## src/verilog/motor_protection_pkg.sv

```systemverilog
// Constants shared by the motor protection control block.
// Assumes a 32-bit APB master and a single 125 MHz system clock.
package motor_protection_pkg;
   // -------------------------------------------------------------
   // Register byte addresses
   // -------------------------------------------------------------
   localparam logic [7:0] ADDR_TRIGGER_CONTROL = 8'h00;
   localparam logic [7:0] ADDR_SOURCE_SELECT = 8'h04;
   localparam logic [7:0] ADDR_IRQ_STATUS = 8'h08;
   localparam logic [7:0] ADDR_IRQ_MASK = 8'h0c;
   localparam logic [7:0] ADDR_FAULT_STATE = 8'h10;
   // -------------------------------------------------------------
   // Field positions
   // -------------------------------------------------------------
   localparam int BIT_OC_HW_EN = 0;
   localparam int BIT_OC_SW_EN = 1;
   localparam int BIT_LIMIT_EN = 2;
   localparam int BIT_SENSE_EN = 3;
   localparam int BIT_STALL_EN = 4;
   localparam int BIT_CBC_EN = 5;
   localparam int BIT_OC_SRC = 6;
   // Status/mask bits.
   localparam int EV_OC = 0;
   localparam int EV_SENSE = 1;
   localparam int EV_LIMIT = 2;
   localparam int EV_STALL = 3;
   localparam int EV_SW = 4;
   localparam int EV_W = 5;
   // -------------------------------------------------------------
   // Reset values
   // -------------------------------------------------------------
   localparam logic [7:0] RST_TRIGGER_CONTROL = 8'h00;
   localparam logic [7:0] RST_SOURCE_SELECT = 8'h00;
   localparam logic [7:0] SOURCE_SELECT_MASK = 8'h7f;
   localparam logic [EV_W-1:0] RST_EVENTS = 5'h00;
   typedef enum logic [1:0] {REL_IDLE, REL_LOW_SEEN} release_state_t;
endpackage

```

## src/verilog/motor_protection_control.sv

```systemverilog
// Trigger enables, over-current source select and latch/cycle-by-cycle
// protection with an APB register slave and a level interrupt.
// Assumes all inputs synchronous to CLK_SYS_IN.
//
// Chosen here: the APB slave port and the register addresses.
`timescale 1ns/100ps
`default_nettype none
// Behaviour
// - Over-current hardware trigger fires protection only while its enable is 1.
// - Fired over-current protection latches; released by enable high, low, high.
// - Source select 0 picks current-sense fault, 1 comparator rising edge.
// - Cycle-by-cycle enable replaces latched shutdown by per-period protection.
// - Stall compare trigger enable gates the stall detection hardware trigger.
// - Cycle mode blocks PWM on fault, restores next period, reblocks if persisting.
module motor_protection_control
   import motor_protection_pkg::*;
(
   input wire logic CLK_SYS_IN,
   input wire logic RST_IN,
   input wire logic PSEL_IN,
   input wire logic PENABLE_IN,
   input wire logic PWRITE_IN,
   input wire logic [7:0] PADDR_IN,
   input wire logic [31:0] PWDATA_IN,
   output logic [31:0] PRDATA_OUT,
   output logic PREADY_OUT,
   output logic PSLVERR_OUT,
   input wire logic CURRENT_SENSE_FAULT_IN,
   input wire logic FIRST_COMPARATOR_IN,
   input wire logic CURRENT_LIMIT_IN,
   input wire logic CAPTURE_TIMER_COMPARE_STALL_IN,
   input wire logic SW_OVERCURRENT_TRIGGER_IN,
   input wire logic PWM_PERIOD_START_IN,
   output logic OVERCURRENT_PROTECTION_OUT,
   output logic PWM_BLOCK_OUT,
   output logic FAULT_TRIGGER_OUT,
   output logic IRQ_OUT
);
   // -------------------------------------------------------------
   // State
   // -------------------------------------------------------------
   // Every flip-flop of the block lives in this one record, so the reset
   // branch and the next-state logic cannot drift apart.
   typedef struct packed {
      logic [7:0] trig_ctrl;
      logic [7:0] src_sel;
      logic [EV_W-1:0] status;
      logic [EV_W-1:0] mask;
      logic cmp_prev;
      logic oc_latched;
      logic cbc_block;
      release_state_t rel;
      logic fault_trig;
      logic [31:0] rdata;
      logic rd_wait;
      logic pwm_block;
      logic irq;
   } state_t;

   state_t cur_r;
   state_t cur_nxt;

   logic wr_en;
   logic rd_en;
   logic addr_ok;
   logic oc_event;
   logic oc_trigger;
   logic [EV_W-1:0] events;
   logic access;
   logic sense_trig;
   logic limit_trig;
   logic stall_trig;
   logic sw_trig;

   // -------------------------------------------------------------
   // Bus decode
   // -------------------------------------------------------------
   // Writes finish in their first access cycle; reads take one wait state so
   // that the returned word comes straight from a flip-flop.
   assign access = PSEL_IN && PENABLE_IN;
   assign wr_en = access && PWRITE_IN;
   assign rd_en = access && !PWRITE_IN;

   always_comb begin
      case (PADDR_IN)
         ADDR_TRIGGER_CONTROL: begin
            addr_ok = 1'b1;
         end
         ADDR_SOURCE_SELECT: begin
            addr_ok = 1'b1;
         end
         ADDR_IRQ_STATUS: begin
            addr_ok = 1'b1;
         end
         ADDR_IRQ_MASK: begin
            addr_ok = 1'b1;
         end
         ADDR_FAULT_STATE: begin
            addr_ok = 1'b1;
         end
         default: begin
            addr_ok = 1'b0;
         end
      endcase
   end

   // -------------------------------------------------------------
   // Fault sources
   // -------------------------------------------------------------
   always_comb begin
      if (cur_r.src_sel[BIT_OC_SRC]) begin
         oc_event = FIRST_COMPARATOR_IN && !cur_r.cmp_prev;
      end else begin
         oc_event = CURRENT_SENSE_FAULT_IN;
      end
      oc_trigger = oc_event && cur_r.trig_ctrl[BIT_OC_HW_EN];
      events = '0;
      events[EV_OC] = oc_trigger;
      events[EV_SENSE] = sense_trig;
      events[EV_LIMIT] = limit_trig;
      events[EV_STALL] = stall_trig;
      events[EV_SW] = sw_trig;
   end

   motor_protection_gate #(.W(1)) sense_gate (
      .source_in(CURRENT_SENSE_FAULT_IN),
      .enable_in(cur_r.trig_ctrl[BIT_SENSE_EN]),
      .trigger_out(sense_trig)
   );
   motor_protection_gate #(.W(1)) limit_gate (
      .source_in(CURRENT_LIMIT_IN),
      .enable_in(cur_r.trig_ctrl[BIT_LIMIT_EN]),
      .trigger_out(limit_trig)
   );
   motor_protection_gate #(.W(1)) stall_gate (
      .source_in(CAPTURE_TIMER_COMPARE_STALL_IN),
      .enable_in(cur_r.trig_ctrl[BIT_STALL_EN]),
      .trigger_out(stall_trig)
   );
   motor_protection_gate #(.W(1)) sw_gate (
      .source_in(SW_OVERCURRENT_TRIGGER_IN),
      .enable_in(cur_r.trig_ctrl[BIT_OC_SW_EN]),
      .trigger_out(sw_trig)
   );

   // -------------------------------------------------------------
   // Next state
   // -------------------------------------------------------------
   always_comb begin
      cur_nxt = cur_r;
      cur_nxt.cmp_prev = FIRST_COMPARATOR_IN;
      // A read is answered in the cycle after its first access cycle.
      cur_nxt.rd_wait = rd_en && !cur_r.rd_wait;

      // Register writes.
      if (wr_en) begin
         case (PADDR_IN)
            ADDR_TRIGGER_CONTROL: begin
               cur_nxt.trig_ctrl = PWDATA_IN[7:0];
            end
            ADDR_SOURCE_SELECT: begin
               cur_nxt.src_sel = PWDATA_IN[7:0] & SOURCE_SELECT_MASK;
            end
            ADDR_IRQ_STATUS: begin
               cur_nxt.status = cur_r.status & ~PWDATA_IN[EV_W-1:0];
            end
            ADDR_IRQ_MASK: begin
               cur_nxt.mask = PWDATA_IN[EV_W-1:0];
            end
            default: begin
               cur_nxt.status = cur_nxt.status;
            end
         endcase
      end
      // Set wins over a clear in the same cycle.
      cur_nxt.status = cur_nxt.status | events;

      // release sequence watches the enable going high, low, high
      case (cur_r.rel)
         REL_IDLE: begin
            if (cur_r.oc_latched && !cur_nxt.trig_ctrl[BIT_OC_HW_EN]) begin
               cur_nxt.rel = REL_LOW_SEEN;
            end
         end
         REL_LOW_SEEN: begin
            if (cur_nxt.trig_ctrl[BIT_OC_HW_EN]) begin
               cur_nxt.oc_latched = 1'b0;
               cur_nxt.rel = REL_IDLE;
            end
         end
         default: cur_nxt.rel = REL_IDLE;
      endcase

      if (cur_r.src_sel[BIT_CBC_EN]) begin
         // restore at period start, reblock while fault persists
         if (oc_trigger) begin
            cur_nxt.cbc_block = 1'b1;
         end else if (PWM_PERIOD_START_IN) begin
            cur_nxt.cbc_block = 1'b0;
         end
      end else begin
         cur_nxt.cbc_block = 1'b0;
         if (oc_trigger) begin
            cur_nxt.oc_latched = 1'b1;
            cur_nxt.rel = REL_IDLE;
         end
      end

      cur_nxt.fault_trig = |events[EV_SW:EV_SENSE];
      // either form of protection stops the PWM
      cur_nxt.pwm_block = cur_nxt.oc_latched || cur_nxt.cbc_block;
      cur_nxt.irq = |(cur_nxt.status & cur_nxt.mask);

      // The read word is captured once and then stands through the wait state.
      if (rd_en && !cur_r.rd_wait) begin
         case (PADDR_IN)
            ADDR_TRIGGER_CONTROL: begin
               cur_nxt.rdata = {24'h000000, cur_r.trig_ctrl};
            end
            ADDR_SOURCE_SELECT: begin
               cur_nxt.rdata = {24'h000000, cur_r.src_sel};
            end
            ADDR_IRQ_STATUS: begin
               cur_nxt.rdata = {27'h0, cur_r.status};
            end
            ADDR_IRQ_MASK: begin
               cur_nxt.rdata = {27'h0, cur_r.mask};
            end
            ADDR_FAULT_STATE: begin
               cur_nxt.rdata = {29'h0, cur_r.fault_trig, cur_r.cbc_block, cur_r.oc_latched};
            end
            default: begin
               cur_nxt.rdata = 32'h00000000;
            end
         endcase
      end
   end

   // -------------------------------------------------------------
   // State register
   // -------------------------------------------------------------
   always_ff @(posedge CLK_SYS_IN) begin
      if (RST_IN) begin
         cur_r <= '{
            trig_ctrl: RST_TRIGGER_CONTROL,
            src_sel: RST_SOURCE_SELECT,
            status: RST_EVENTS,
            mask: RST_EVENTS,
            cmp_prev: 1'b0,
            oc_latched: 1'b0,
            cbc_block: 1'b0,
            rel: REL_IDLE,
            fault_trig: 1'b0,
            rdata: 32'h00000000,
            rd_wait: 1'b0,
            pwm_block: 1'b0,
            irq: 1'b0
         };
      end else begin
         cur_r <= cur_nxt;
      end
   end

   // -------------------------------------------------------------
   // Outputs
   // -------------------------------------------------------------
   // Handshake outputs are combinational so that writes need no wait state.
   always_comb begin
      PREADY_OUT = access && (PWRITE_IN || cur_r.rd_wait);
      PSLVERR_OUT = access && (PWRITE_IN || cur_r.rd_wait) && !addr_ok;
   end

   assign PRDATA_OUT = cur_r.rdata;
   assign OVERCURRENT_PROTECTION_OUT = cur_r.oc_latched;
   assign PWM_BLOCK_OUT = cur_r.pwm_block;
   assign FAULT_TRIGGER_OUT = cur_r.fault_trig;
   assign IRQ_OUT = cur_r.irq;
endmodule

// Enable gate of one protection trigger source; a source is passed on only
// while its enable bit is set.
module motor_protection_gate #(
   parameter int W = 1
) (
   input wire logic [W-1:0] source_in,
   input wire logic enable_in,
   output logic [W-1:0] trigger_out
);
   assign trigger_out = source_in & {W{enable_in}};
endmodule
`default_nettype wire

```

## config.mk

```make
export PLATFORM = sky130hd
export DESIGN_NAME = motor_protection_control
export DESIGN_NICKNAME = d
export VERILOG_FILES = /design/src/verilog/motor_protection_pkg.sv /design/src/verilog/motor_protection_control.sv
export SDC_FILE = /design/constraint.sdc
export NUM_CORES = 1
export LEC_CHECK = 0
export CAP_MARGIN = 20
export CORE_MARGIN = 3
export CORE_UTILIZATION = 60
export CTS_BUF_LIST = sky130_fd_sc_hd__clkbuf_8
export CTS_CLUSTER_SIZE = 20
export DETAILED_ROUTE_END_ITERATION = 8
export DONT_BUFFER_PORTS = 1
export GPL_ROUTABILITY_DRIVEN = 0
export MAX_ROUTING_LAYER = met4
export PLACE_DENSITY = 0.76
export REMOVE_ABC_BUFFERS = 1
export SYNTH_ARGS = -nofsm -noshare
export SYNTH_HDL_FRONTEND = slang
export SYNTH_SLANG_ARGS = --single-unit
```

## constraint.sdc

```tcl
create_clock -name CLK_SYS_IN -period 3.15 [get_ports CLK_SYS_IN]
set_input_delay 0.4725 -clock CLK_SYS_IN [delete_from_list [all_inputs] [get_ports CLK_SYS_IN]]
set_output_delay 0.4725 -clock CLK_SYS_IN [all_outputs]
set_load 0.05 [all_outputs]
```

==> results of run 1 <==
## power breakdown
group          switching (uW)  internal, uW  total [uW]
sequential               8.25           534         542
combinational            82.2          10.9        93.1
clock                     175           149         323
## worst max path at each step
stage                start     endpoint  slack (ns)
6_report       PADDR_IN[1]  PSLVERR_OUT        1.03
5_1_grt        PADDR_IN[1]  PSLVERR_OUT        0.97
4_1_cts        PADDR_IN[1]  PSLVERR_OUT        1.02
3_5_place_dp   PADDR_IN[1]      IRQ_OUT        0.99
3_3_place_gp   PADDR_IN[1]      IRQ_OUT        0.99
2_1_floorplan      PSEL_IN  PSLVERR_OUT        0.25
## cell type report
type | count | area [um2] | share of cell area [%]
repair buffers | 5 | 37.5 | 1.81
flip-flops and latches | 42 | 841 | 40.6
clock buffers | 5 | 68.8 | 3.32
well taps | 44 | 55.1 | 2.66
multi-input cells | 186 | 1050 | 50.7
inverters | 2 | 7.51 | 0.362
clock inverters | 2 | 11.3 | 0.543
## sequential cells by signal, indices dropped and copies added, names as in the netlist
name                        count
cur_r                          30
PRDATA_OUT                      8
FAULT_TRIGGER_OUT               1
IRQ_OUT                         1
OVERCURRENT_PROTECTION_OUT      1
PWM_BLOCK_OUT                   1
## logic make-up (layout without fill, tap and decap cells)
logic type | Yosys count | count (layout)
buffers and inverters | 46 | 14
other | 1 | 25
DFF | 42 | 42
and+or+nand+nor | 96 | 96
AOI/OAI and AO/OA | 59 | 59
muxes | 6 | 6
## layer usage
metal | track usage, % | part of all wire (%) | vias to the layer above | wire length (um)
met4 | 9.84 | 1.2 | 0 | 53
met5 | - | 0 | - | 0
met3 | 8.38 | 7.6 | 7 | 336
li1 | - | - | 819 | -
met1 | 27.0 | 44 | 791 | 1940
met2 | 35.1 | 47 | 43 | 2100
## metrics by stage
step           std cells  hold WS, ns  util (%)  instance area, um2  setup WS, ns
6_report             286        0.237      64.7                2070          1.03
5_1_grt              286        0.212      64.7                2070         0.974
2_1_floorplan        230        0.430         -                1900         0.247
4_1_cts              286        0.226      64.7                2070          1.02
3_3_place_gp         279        0.437      62.2                1990         0.990
3_5_place_dp         279        0.440      62.2                1990         0.988
## worst reg2reg max path: stages (launching register included)
cell and delay, ns:
dfxtp_1 0.31, nor3_1 0.60, nand3_1 0.29, o21bai_1 0.24, a21oi_1 0.14
## layout by cell type, fill, tap and decap left out, types with 3 or more instances in the layout
| cell | instances |
|---|---|
| nand4_1 | 4 |
| nand2b_1 | 4 |
| a21boi_0 | 4 |
| clkbuf_8 | 5 |
| mux2i_1 | 4 |
| nor2_1 | 18 |
| a21oi_1 | 27 |
| nor2b_1 | 5 |
| nand3_1 | 19 |
| nand2_1 | 28 |
| dfxtp_1 | 42 |
| a221oi_1 | 3 |
| inv_1 | 3 |
| and3_1 | 3 |
| conb_1 | 25 |
| a22oi_1 | 3 |
| a22o_1 | 3 |
| buf_4 | 5 |
| a41oi_1 | 3 |
| nand3b_1 | 3 |
==> flow_summary.ini, run 1 <==
[outcome]
status = finished clean

[clocking]
clock_path_buffers = 2
path_clk_slew_ns = 0.07
cts_tree = built
cts_root_buffer = clkbuf_8
postCtsSetupBuffers = 0
htreeDepth = 2
cts_resized = 0
clock_latency_ns = 0.30
cts_buffers = 5
ctsHoldBuffers = 0
cts_sinks = 42

[min_path]
min_path_cells = 1
worstHoldEndpoint = cur_r[64]
hold_start = RST_IN
min_path_type = in -> reg

[floorplan]
die_x_um = 65.1
dieHeight_um = 65.1
rows = 20
die_area_um2 = 4240
ios = 89
start_util_pct = 65.5
coreArea_um2 = 3200

[final_layout]
antenna_cells = 0
fin_nets = 293
nFillCells = 298
synthToLayoutAreaGrowth_pct = -1.19
final_layout_size_suffix_gt1_share_pct = 7.85

[logic_synthesis]
synth_compound_area_share_pct = 18.7
synth-adder-area-share_pct = 0
synthCells = 250
avgSynthCellArea_um2 = 8.39
synth_warnings = 0
syn-cell-area_um2 = 2100
yosys_register_bits = 42
synth_top_cell_area_share_pct = 40.1
synthTopCellsByCount = 42 x dfxtp_1, 32 x buf_4, 28 x nand2_1
synthTopCellsByArea = dfxtp_1 40%, buf_4 11%, a21oi_1 6.4%
synth_xor_area_share_pct = 0
synthMuxAreaShare_pct = 2.98
ys.flop_type = dfxtp_1
synthArstFlopShare_pct = 0
synth_edf_count = 0
synth_top_family_by_area = simple AND/OR/NAND/NOR gates
synthSimpleGateAreaFrac_pct = 23.9
synth_cell_types = 43
synth.most_common_cell = dfxtp_1
ys_seq_area_share_pct = 40.1
synth_top_cell_by_area = dfxtp_1

[detailed_routing]
avgRoutedWirePerCell_um = 15.5
num_vias = 1660
drc_errors = 0
first_pass_iters = 4
finalWirelength_mm = 4.43
viasPerCell = 5.80
drtIter0Drc = 126
postRouteAntennaNets = 0

[worst_setup_path]
reg2reg_to = PRDATA_OUT[3]
cp_max_fo = 5
end_kind = primary output
r2r_slack_ns = 1.51
cp_top_family = simple AND/OR/NAND/NOR gates
reg2reg_from = cur_r[2]
required_ns = 2.68
critPathSlowestCell = or4_4
critPathKind = in -> out
critPathLaunchType = primary input
reg2reg_depth = 4
arrival_ns = 1.65
cp_cell_sequence = or4_4, nor2_1, a21boi_1, buf_4
crit_buf_inv = 1
slowest_delay_ns = 0.54
path_depth = 4

[sta]
fin_crit_ns = 2.12
clock_skew_ns = 0.00676
fmax_mhz = 472
hold_violations = 0
worstMarginPinSlew_ns = 0.728
rsz0062_at_grt = false
relSlewSlack_pct = 51.1
finalSetupViolations = 0
setup_tns_ns = 0
fin_crit_sh_pct = 67.2
final-max-slew-violation-count = 0

[grt]
grt_max_degree = 42
grt_use_total_pct = 22.8
overflow = 0
grt_pass1_wl_mm = 7.22
antenna_found_initial = 0
grt_pass1_vias = 1531

[placement]
port_buffers = 0
dp_hpwl_mm = 3.22

[power_and_ir_drop]
peakVddDrop_v = 0.000307
pwr_density_cell_nw_per_um2 = 463
leakage_uw = 0.000761
totalPowerFinal_uw = 959

[run]
max-cap-violations = 0
Note: power is estimated with default switching activity, not from simulation.
==> run 2, diff against run 1 <==
Clock period 3.15 ns to 1.95 ns, I/O delays scaled along.
==> flow_summary.ini, run 2 (same netlist as run 1, synthesis figures left out) <==
[placement]
dp.cells = 288
port_buffers = 0
dp_hpwl_mm = 3.30
place_area_um2 = 2060
pre_cts_slack_ns = -0.0317

[final_layout]
antenna_cells = 0
final_area_um2 = 2170
nFillCells = 289
regMostFlops = cur_r
layout_commonest_cell = dfxtp_1
synthToLayoutAreaGrowth_pct = 3.46
fin_nets = 302
largest_reg_flops = 30
mostFrequentLayoutCells = 42 x dfxtp_1, 28 x nand2_1, 27 x a21oi_1
final_layout_size_suffix_gt1_share_pct = 11.5
stdcell_count = 296

[detailed_routing]
num_vias = 1713
avgRoutedWirePerCell_um = 15.5
finalWirelength_mm = 4.57
viasPerCell = 5.79
postRouteAntennaNets = 0
first_pass_iters = 4
drc_errors = 0
drtIter0Drc = 153

[grt]
grt_pass1_vias = 1576
antenna_found_initial = 0
overflow = 0
grt_pass1_wl_mm = 7.40
grt_max_degree = 42
grt_use_total_pct = 23.3

[clocking]
clock_path_buffers = 2
cts_sinks = 42
cts_root_buffer = clkbuf_8
clock_latency_ns = 0.30
htreeDepth = 2
postCtsSetupBuffers = 0
ctsHoldBuffers = 0
cts_resized = 0
cts_buffers = 5
path_clk_slew_ns = 0.08
cts_tree = built

[sta]
fmax_mhz = 604
fin_crit_sh_pct = 84.9
final-max-slew-violation-count = 0
hold_violations = 0
finalSetupViolations = 0
whs_ns = 0.0494
rsz0062_at_grt = false
fin_crit_ns = 1.66
worstMarginPinSlew_ns = 0.527
setup_ws_ns = 0.295
relSlewSlack_pct = 64.8
clock_skew_ns = 0.00426

[floorplan]
dieHeight_um = 65.1
ios = 89
coreArea_um2 = 3200
start_util_pct = 65.5
die_x_um = 65.1
die_area_um2 = 4240
rows = 20

[outcome]
status = finished clean

[min_path]
min_path_type = in -> reg

[power_and_ir_drop]
p_sw_share_pct = 26.1
power.internal_uw = 1260
leakage_uw = 0.000824
power.share.clock_pct = 39.5
peakVddDrop_v = 0.000564
p_sw_uw = 445
pwr_density_cell_nw_per_um2 = 786
power_frac_seq_pct = 51.4
power_frac_comb_pct = 9.1

[worst_setup_path]
required_ns = 2.13
critPathKind = in -> reg
arrival_ns = 1.84
critPathLaunchType = primary input
end_kind = register
cp_max_fo = 5

[run]
max-cap-violations = 0
[run 2: critical path, cell delays in order]
cell and delay, ns:
nor4_2 0.41, nand4_1 0.41, mux2_2 0.41, a22oi_1 0.21, a31oi_1 0.10
[run 2: area by class of cell]
cell class | instances | area [um2] | share of cell area [%]
tap | 44 | 55.1 | 2.54
inverter | 2 | 7.51 | 0.346
multi-input combinational | 186 | 1050 | 48.4
timing repair buffer | 14 | 105 | 4.84
clock buffer | 5 | 68.8 | 3.17
sequential | 42 | 841 | 38.8
clock inverter | 3 | 41.3 | 1.90
[run 2: power groups by stage]
stage | sequential, uW | combinational (uW) | clock (uW)
2_1_floorplan | 895 | 137 | 0
3_3_place_gp | 896 | 152 | 0
3_5_place_dp | 896 | 153 | 0
4_1_cts | 876 | 153 | 677
5_1_grt | 877 | 162 | 708
6_report | 876 | 155 | 674
[run 2: metal layers]
layer  global-route usage [%]  part of all wire, %  up-vias
met5                        -                    0        -
met4                     8.55                  1.7        0
met3                     5.47                  8.4       12
met2                     37.8                   49       62
met1                     28.4                   41      801
li1                         -                    -      838
[run 2: stage by stage]
step                util (%)  power (uW)  setup TNS [ns]
floorplan                  -        1030          -0.614
global placement        64.3        1050         -0.0229
detailed placement      64.3        1050         -0.0317
CTS                     67.7        1710               0
global route            67.7        1750               0
finish                  67.7        1700               0
[run 2: worst paths after layout]
kind | cells after the start | end | start | slack (ns)
max | 5 | IRQ_OUT | PADDR_IN[1] | 0.29
min | 1 | cur_r[64] | RST_IN | 0.05
max reg2reg | 5 | PWM_BLOCK_OUT | cur_r[57] | 0.42
min reg2reg | 2 | cur_r[54] | cur_r[54] | 0.45
==> run 3, diff against run 2 <==
Clock period 1.95 ns to 1.55 ns, I/O delays scaled along.
==> flow_summary.ini, run 3 (same netlist as run 1, synthesis figures left out) <==
[detailed_routing]
met2_length_mm = 2.40
avgRoutedWirePerCell_um = 15.5
num_vias = 1775
drtIter0Drc = 92
finalWirelength_mm = 4.89
first_pass_iters = 4
dr.max_layer_used = met4
wl_met1_mm = 2.01
viasPerCell = 5.63
drc_errors = 0
met3_length_um = 421
postRouteAntennaNets = 0

[sta]
final-max-slew-violation-count = 0
relSlewSlack_pct = 64.8
hold_violations = 0
fin_crit_sh_pct = 96.7
setup_tns_ns = 0
clock_skew_ns = 0.00626
fmax_mhz = 667
setup_ws_ns = 0.0505
worstMarginPinSlew_ns = 0.527
finalSetupViolations = 0
fin_crit_ns = 1.50
rsz0062_at_grt = false

[final_layout]
antenna_cells = 0
multi_input_area_um2 = 1060
final_core_util_pct = 73.1
regMostFlops = cur_r
stdcell_count = 315
final_layout_size_suffix_gt1_share_pct = 18.5
regArea_um2 = 841
synthToLayoutAreaGrowth_pct = 11.6
mostFrequentLayoutCells = 42 x dfxtp_1, 31 x buf_4, 28 x nand2_1
largest_reg_flops = 30
fin_nets = 321
nFillCells = 269
layout_commonest_cell = dfxtp_1

[worst_setup_path]
critPathKind = in -> out
arrival_ns = 1.27
cp_max_fo = 5
required_ns = 1.32
critPathLaunchType = primary input
end_kind = primary output

[grt]
antenna_found_initial = 0
grt_use_total_pct = 24.9
overflow = 0
grt_pass1_wl_mm = 7.72
grt_pass1_vias = 1652
grt_max_degree = 37

[power_and_ir_drop]
peakVddDrop_v = 0.000729
pwr_density_cell_nw_per_um2 = 939
totalPowerFinal_uw = 2200
leakage_uw = 0.000927

[outcome]
status = finished clean

[run]
max-cap-violations = 0

[floorplan]
die_area_um2 = 4240
coreArea_um2 = 3200
die_x_um = 65.1
start_util_pct = 65.5
ios = 89
rows = 20
dieHeight_um = 65.1

[clocking]
path_clk_slew_ns = 0.07
htreeDepth = 2
clock_path_buffers = 2
cts_root_buffer = clkbuf_8
clock_latency_ns = 0.30
cts_tree = built
cts_buffers = 5
cts_sinks = 42

[min_path]
min_path_type = in -> reg

[placement]
dp_hpwl_mm = 3.41
port_buffers = 0
dp.cells = 302
pre_cts_slack_ns = -0.256
## run 3: cell types whose count changed in the layout (fill, tap and decap cells not counted)
cell,delta
a21boi_2,+1
buf_12,+1
nor2_2,+1
a41oi_2,+1
a41oi_1,-1
a21boi_0,-1
dlygate4sd3_1,+1
buf_4,+17
nor2_1,-1
## run 3: per-stage QoR
stage               area (um2)  hold WS (ns)
floorplan                 1900         0.297
global placement          2160         0.304
detailed placement        2160         0.305
CTS                       2300        0.0348
global route              2340        0.0434
finish                    2340        0.0368
## run 3: path summary, 6_finish.rpt
path	endpoint	startpoint	cells past startpoint	slack, ns
min reg2reg	cur_r[55]	cur_r[55]	2	0.46
max	PSLVERR_OUT	PADDR_IN[1]	5	0.05
max reg2reg	PWM_BLOCK_OUT	cur_r[57]	5	0.20
min	cur_r[48]	PWDATA_IN[2]	1	0.04
## run 3: per-layer routing
| layer | GRT usage [%] | vias to the layer above |
|---|---|---|
| met4 | 9.33 | 0 |
| met2 | 39.8 | 57 |
| met1 | 30.6 | 834 |
| li1 | - | 877 |
| met5 | - | - |
| met3 | 5.98 | 7 |
## run 3: repair_timing
item,in CTS,in global routing
buffers inserted,0,3
endpoints found under the setup margin,0,3
hold buffers,2,0
hold endpoints to repair,36,0
gates resized for setup,0,4
## run 3: area by class of cell
type                            instances  area share [%]
Clock buffer                            5            2.94
Clock inverter                          3            1.76
Inverter                                2           0.321
Multi-Input combinational cell        186            45.5
Sequential cell                        42            35.9
Tap cell                               44            2.35
Timing Repair Buffer                   33            11.2
## run 3: where the power goes
part / leakage, uW / internal (uW) / switching, uW
clock: 0.0000556 / 474 / 388
combinational: 0.000533 / 44.5 / 203
sequential: 0.000339 / 1090 / 2.82
## run 3: worst max-delay path, stage by stage
cell and delay, ns:
or4_4 0.54, nor2_2 0.09, buf_4 0.15, a21boi_2 0.05
buf_4 0.20
